==> src/rtl/timing_if.sv <==
`timescale 1ns/1ps
interface timing_if;
    logic run;
    logic tick;
    logic [15:0] period;
    logic line_strobe;

    modport ctrl(output run, output period, input line_strobe);
    modport tick_src(input run, output tick);
    modport timer(input run, input tick, input period, output line_strobe);
endinterface

==> src/rtl/line_timer.sv <==
`timescale 1ns/1ps
module line_timer (
    // clock and reset
    input wire logic core_clk_in,
    input wire logic rst_in,
    // period in, strobe out
    timing_if.timer tm
);
    typedef struct packed {
        logic [15:0] cnt;
        logic strobe;
    } timer_state_t;

    timer_state_t st_r;
    timer_state_t st_nxt;

    // ----------------------------------------
    // count unit ticks up to the line period
    // ----------------------------------------
    always_comb begin
        st_nxt = st_r;
        st_nxt.strobe = 1'b0;
        if (!tm.run) begin
            st_nxt.cnt = '0;
        end else if (tm.tick) begin
            if ({1'b0, st_r.cnt} + 17'd1 >= {1'b0, tm.period}) begin
                st_nxt.cnt = '0;
                st_nxt.strobe = 1'b1;
            end else begin
                st_nxt.cnt = st_r.cnt + 16'd1;
            end
        end
    end

    always_ff @(posedge core_clk_in) begin
        if (rst_in) begin
            st_r <= '0;
        end else begin
            st_r <= st_nxt;
        end
    end

    assign tm.line_strobe = st_r.strobe;

    a_strobe_gap: assert property (@(posedge core_clk_in) disable iff (rst_in)
        tm.line_strobe |=> !tm.line_strobe)
        else $error("line strobe lasted more than one cycle");
endmodule

==> src/flat_wrapper.sv <==
// flat-port wrapper written by rule: the top's interface ports become plain ports
module line_timer_flat 
  (core_clk_in, rst_in, tm_run, tm_tick, tm_period, tm_line_strobe);
  timing_if tm_i ();
  input wire logic core_clk_in;
  input wire logic rst_in;
  input wire logic [$bits(tm_i.run)-1:0] tm_run;
  input wire logic [$bits(tm_i.tick)-1:0] tm_tick;
  input wire logic [$bits(tm_i.period)-1:0] tm_period;
  output wire logic [$bits(tm_i.line_strobe)-1:0] tm_line_strobe;
  assign tm_i.run = tm_run;
  assign tm_i.tick = tm_tick;
  assign tm_i.period = tm_period;
  assign tm_line_strobe = tm_i.line_strobe;
  line_timer u_core (.core_clk_in(core_clk_in), .rst_in(rst_in), .tm(tm_i));
endmodule
==> config.mk <==
export PLATFORM = sky130hd
export DESIGN_NAME = line_timer_flat
export DESIGN_NICKNAME = d
export VERILOG_FILES = /design/src/rtl/timing_if.sv /design/src/rtl/line_timer.sv /design/src/flat_wrapper.sv
export SDC_FILE = /design/constraint.sdc
export NUM_CORES = 1
export LEC_CHECK = 0
export BUFFER_PORTS_ARGS = -buffer_cell sky130_fd_sc_hd__buf_2
export CAP_MARGIN = 0
export CORE_MARGIN = 3
export CORE_UTILIZATION = 35
export CTS_CLUSTER_DIAMETER = 30
export DETAILED_ROUTE_END_ITERATION = 10
export GPL_ROUTABILITY_DRIVEN = 1
export SKIP_CTS_REPAIR_TIMING = 1
export SYNTH_ARGS = -nofsm -noshare
export SYNTH_HDL_FRONTEND = slang
export SYNTH_SLANG_ARGS = --single-unit
==> constraint.sdc <==
create_clock -name core_clk_in -period 4.5 [get_ports core_clk_in]
set_clock_uncertainty 0.15 [all_clocks]
set_input_delay 0.675 -clock core_clk_in [delete_from_list [all_inputs] [get_ports core_clk_in]]
set_output_delay 0.675 -clock core_clk_in [all_outputs]
set_load 0.02 [all_outputs]
==> key figures, run 1 <==
Clocking
  • CTS tree: done
  • Worst-path clk slew: 0.08 ns
  • Clk buf depth: 2
  • Worst-Skew Late Latency: 0.26 ns
  • Num CTS Buffers: 3
  • H-tree depth: 1
  • Clock Sinks: 17
  • Root Buffer: clkbuf_8

Timing
  • RSZ-0062 raised after global routing: no
  • Minimum clock period: 3.49 ns
  • Max-slew violation count: 0
  • Least-Margin Pin Slew: 0.715 ns
  • Hold Vio Cnt, Final: 0
  • Final setup TNS: 0 ns
  • Final period util: 77.6%
  • Achievable Freq: 0.287 GHz
  • Slew HR: 52.3%
  • Final setup vio count: 0

Global route
  • Vias in the first global route: 1245
  • Grt ovf: 0
  • Initial antenna violation count: 0
  • First-pass GRT wire length: 5.34 mm
  • All-Layer GR Usage: 12.7%
  • Largest net degree at the start of global routing: 29

Worst setup path
  • Critical path fanouts, max: 6
  • WS Path Type: reg2reg
  • Worst EP required: 4.54 ns
  • CP endpoint kind: register
  • CP Launch Type: register
  • Worst Path Arrival: 3.53 ns

Die
  • Die X: 73.2 µm
  • Total die area: 0.00536 mm²
  • Core Region: 0.00417 mm²
  • Initial Util: 37.9%
  • Die height: 73.2 µm
  • Row cnt: 23
  • I/O Pins: 21

Yosys
  • Post-synthesis sequential area ratio: 21.5%
  • Count of different cell masters after synthesis: 43
  • Synth Area per Inst: 8.33 µm²
  • Synthesized area: 0.00158 mm²
  • Post-synth EDFFs: 0
  • Synthesized net count: 227
  • Ys async rst share: 0%
  • YS warnings: 0
  • Synth Instances: 190
  • Main synth FF type: dfxtp_1
  • Register bit total from synthesis: 17

Power and ir drop
  • Reg power frac: 49.5%
  • Clk pwr share: 40.1%
  • Pwr dens: 175 mW/mm²
  • Combinational share of power: 10.3%
  • P_sw: 78.7 µW
  • Leak: 0.803 nW
  • Switching share of power: 25.7%
  • Worst vdd ir: 0.0935 mV
  • P_int: 228 µW

Placed design
  • Area post-placement: 0.00170 mm²
  • RePlAce Congestion: 0.796
  • Placed insts: 254
  • Input/output buffers: 20
  • HPWL after DPL: 2.40 mm

Routing
  • DR iter-0 viols: 68
  • Final wirelength: 3.10 mm
  • Antenna-violating nets left: 0
  • First-pass DRT Iterations: 4
  • Remaining routing DRC violations: 0
  • Via count: 1298
  • DR WL/cell: 12.0 µm
  • Via density: 5.03

Final layout
  • Layout Cells excl Fill: 258
  • Area delta synth->final: 10.4%
  • Diode count: 0
  • Design Area, Final: 0.00175 mm²
  • Layout cells sized above 1: 21.6%
  • Fin nets: 246

Flow run
  • Max-cap violations: 0

Hold path
  • Min-delay worst type: reg2reg

Run status
  • Status: completed
## placed cells by master, fill, tap and decap left out, types with 6 or more instances in the layout
cell and instances:
a21oi_1 9, a21oi_2 6, buf_2 20, dfxtp_1 17
ha_1 17, inv_1 17, nand2_1 13, nand2b_1 12
nand3_1 11, nor2_1 9, xnor2_1 7, xor2_1 7
## registers in the layout, summed over array words and instances, names as in the netlist
name / flops
u_core.st_r: 16
u_core.tm.line_strobe: 1
## metrics by stage
stage	setup slack, ns	power (mW)	hold WS [ns]	util, %
after floorplan	1.28	0.175	0.321	-
after global placement	1.07	0.187	0.346	40.7
after detailed placement	0.992	0.187	0.353	40.7
after CTS	0.957	0.310	0.363	41.9
after global routing	0.660	0.322	0.399	41.9
final	1.01	0.306	0.356	41.9
## layer usage
layer	wire, µm	vias to the layer above	GRT usage [%]
met5	0	-	0
li1	-	700	-
met1	1510	579	16.3
met2	1450	17	21.0
met4	28	0	3.69
met3	115	2	2.89
## cells by family (layout without fill, tap and decap cells)
family                     count (synthesis)  after routing  share of synthesized area, %
DFF                                       17             17                          21.5
buffers and inverters                     23             41                          7.04
xor gates and xnor gates                  14             14                          7.75
and+or+nand+nor                           80             80                          32.6
adders and majority gates                 17             17                          13.4
AOI/OAI and AO/OA                         39             39                          17.6
## cell type report
cell class,instances,area [µm²]
clock buffer,3,41.3
clock inverter,1,7.51
fill,427,2430
inverter,17,63.8
multi-input combinational,150,1130
sequential,17,340
tap,50,62.6
timing repair buffer,20,100
## path summary, 6_finish.rpt
| check | start | end | slack (ns) | depth (start not counted) |
|---|---|---|---|---|
| hold reg to reg | u_core.st_r[2] | u_core.st_r[2] | 0.36 | 2 |
| hold / removal | u_core.st_r[2] | u_core.st_r[2] | 0.36 | 2 |
| setup reg to reg | u_core.st_r[1] | u_core.st_r[1] | 1.01 | 13 |
| setup / recovery | u_core.st_r[1] | u_core.st_r[1] | 1.01 | 13 |
## synth_stat cells (all sizes together), types with 2 or more instances
cell,n,area [µm²]
a21oi,15,97.6
ha,17,213
dfxtp,17,340
nor3b,3,33.8
xnor2,7,61.3
nand2b,12,75.1
nand4b,4,56.3
and3,5,31.3
buf,3,36.3
nor2,10,53.8
a21o,3,23.8
o21ai,9,60.1
a31oi,5,31.3
nand4,2,12.5
inv,17,63.8
and2,4,25.0
o21a,2,15.0
nor2b,3,18.8
or2b,3,22.5
clkbuf,3,11.3
nand3b,3,22.5
nand3,14,85.1
nand2,13,48.8
xor2,7,61.3
## critical path, stage by stage (launching register included)
cell and delay [ns]:
dfxtp_1 0.42, ha_1 0.30, nand3_1 0.21, nor3b_4 0.31, and3_1 0.32, xor2_1 0.17, ha_1 0.26, a21o_1 0.18
a21oi_1 0.12, o21ai_0 0.09, a21o_2 0.24, nand2b_1 0.17, a211o_1 0.32, o21ai_0 0.16
## power by group through the flow
stage	Combinational, mW	Sequential [mW]	Clock (mW)
after floorplan	0.0199	0.155	0
after global placement	0.0318	0.155	0
after detailed placement	0.0322	0.155	0
after CTS	0.0323	0.152	0.126
after global routing	0.0365	0.152	0.134
final	0.0317	0.152	0.123
(Power assumes the default switching activity.)
==> run 2, diff against run 1 <==
==> constraint.sdc (replaced) <==
create_clock -name core_clk_in -period 2.9 [get_ports core_clk_in]
set_clock_uncertainty 0.15 [all_clocks]
set_input_delay 0.435 -clock core_clk_in [delete_from_list [all_inputs] [get_ports core_clk_in]]
set_output_delay 0.435 -clock core_clk_in [all_outputs]
set_load 0.02 [all_outputs]
==> run 2 against run 1 <==
The run now ends with setup timing left. First-iteration DRC count rose by 21%. Sequential cell count did not move. Die area did not move. Via count rose by 13%. Global-route usage rose by 1.6 points. Non-clock buffer count rose by 33. Hold slack improved by 0.016 ns. Highest routed layer unchanged.
==> key figures, run 2 (same netlist as run 1, synthesis figures left out) <==
Run status
  • Status: finished, violations left
  • Failing checks: setup timing

Placed design
  • Placement Setup Slack: -0.128 ns
  • RePlAce Congestion: 0.863
  • Area post-placement: 0.00195 mm²
  • HPWL after DPL: 2.83 mm
  • Input/output buffers: 20

Worst setup path
  • Worst Path Arrival: 3.09 ns
  • Critical path fanouts, max: 4
  • CP Launch Type: register
  • CP endpoint kind: register
  • Worst EP required: 2.93 ns
  • WS Path Type: reg2reg

Routing
  • Remaining routing DRC violations: 0
  • Final wirelength: 3.72 mm
  • Via density: 5.03
  • First-pass DRT Iterations: 4
  • DR WL/cell: 12.8 µm
  • DR iter-0 viols: 82
  • Antenna-violating nets left: 0
  • Via count: 1464

Clocking
  • Clk buf depth: 2
  • Worst-path clk slew: 0.07 ns
  • Clock Sinks: 17
  • Root Buffer: clkbuf_8
  • Num CTS Buffers: 3
  • Worst-Skew Late Latency: 0.25 ns
  • CTS tree: done
  • H-tree depth: 1

Global route
  • First-pass GRT wire length: 6.02 mm
  • All-Layer GR Usage: 14.2%
  • Vias in the first global route: 1376
  • Grt ovf: 0
  • Largest net degree at the start of global routing: 29
  • Initial antenna violation count: 0

Power and ir drop
  • Pwr dens: 222 mW/mm²
  • Switching share of power: 25.1%
  • P_int: 359 µW
  • P_sw: 120 µW
  • Combinational share of power: 12.9%
  • Worst vdd ir: 0.116 mV
  • Clk pwr share: 38.3%
  • Leak: 1.01 nW
  • Reg power frac: 48.9%
  • Total design power: 479 µW

Final layout
  • Diode count: 0
  • Max FFs per register: 16
  • Largest Register: u_core.st_r
  • Most common cell after layout, fill and taps aside: buf_4
  • Fin nets: 279
  • Design Area, Final: 0.00216 mm²
  • Most frequent cells in the layout: buf_4 (27), buf_2 (20), inv_1 (17)
  • Area delta synth->final: 36.5%
  • Layout cells sized above 1: 40.7%

Timing
  • Achievable Freq: 0.326 GHz
  • Slew HR: 49.6%
  • Hold Vio Cnt, Final: 0
  • RSZ-0062 raised after global routing: yes
  • Least-Margin Pin Slew: 0.757 ns
  • Final setup TNS: -1.57 ns
  • WHS: 0.372 ns
  • Final WS setup: -0.168 ns
  • Final setup vio count: 16
  • Max-slew violation count: 0
  • Final period util: 106%
  • Minimum clock period: 3.07 ns

Die
  • Initial Util: 37.9%
  • Die X: 73.2 µm
  • Core Region: 0.00417 mm²
  • Row cnt: 23
  • Die height: 73.2 µm
  • I/O Pins: 21
  • Total die area: 0.00536 mm²

Hold path
  • Min-delay worst type: in2reg

Flow run
  • Max-cap violations: 0
run 2: cell count changes in the layout (fill, tap and decap cells not counted), moves of 2 or more:
cell and delta:
nor2_1 -2, nand3_4 +3, a21oi_1 -2, nand2_1 -2, nand2_2 +2, a21oi_2 +2, nor2_2 +2, dfxtp_4 +2
buf_6 +5, dfxtp_1 -3, nand3_1 -4, buf_4 +27
run 2: layer usage:
layer	vias up	part of all wire (%)	track usage (%)
met5	-	0	0
met1	677	48	18.8
met4	0	1.3	3.07
met3	4	3.4	2.20
met2	21	48	24.3
li1	762	-	-
run 2: cell type report:
cell class	count	area (µm²)
sequential	17	349
fill	386	2010
clock buffer	4	45.0
timing repair buffer	53	379
inverter	17	63.8
tap	50	62.6
multi-input combinational	150	1260
run 2: power by group through the flow:
stage	sequential [mW]	combinational (mW)	clock, mW
final	0.234	0.0616	0.183
after global routing	0.234	0.0704	0.196
after CTS	0.235	0.0530	0.189
after detailed placement	0.241	0.0527	0
after global placement	0.241	0.0515	0
after floorplan	0.241	0.0315	0
run 2: final timing paths:
path | from | to | slack [ns] | cells after the start
hold / removal | rst_in | u_core.tm.line_strobe | 0.37 | 4
hold reg to reg | u_core.st_r[15] | u_core.st_r[15] | 0.39 | 2
setup / recovery | u_core.st_r[2] | u_core.st_r[15] | -0.17 | 14
setup reg to reg | u_core.st_r[2] | u_core.st_r[15] | -0.17 | 14
run 2: stage by stage:
stage	std cells	utilization, %
finish	291	51.8
CTS	285	47.8
global placement	281	46.7
detailed placement	281	46.7
global route	291	51.8
floorplan	190	-
run 2: worst max-delay path: stages (launching register included):
cell      delay, ns
dfxtp_4        0.36
ha_4           0.15
nand3_4        0.09
nor3b_4        0.24
buf_4          0.15
and3_4         0.18
xor2_1         0.16
ha_1           0.26
a21o_1         0.18
a21oi_2        0.12
o21ai_1        0.08
a21o_2         0.24
nand2b_4       0.15
a211o_1        0.32
o22ai_1        0.16
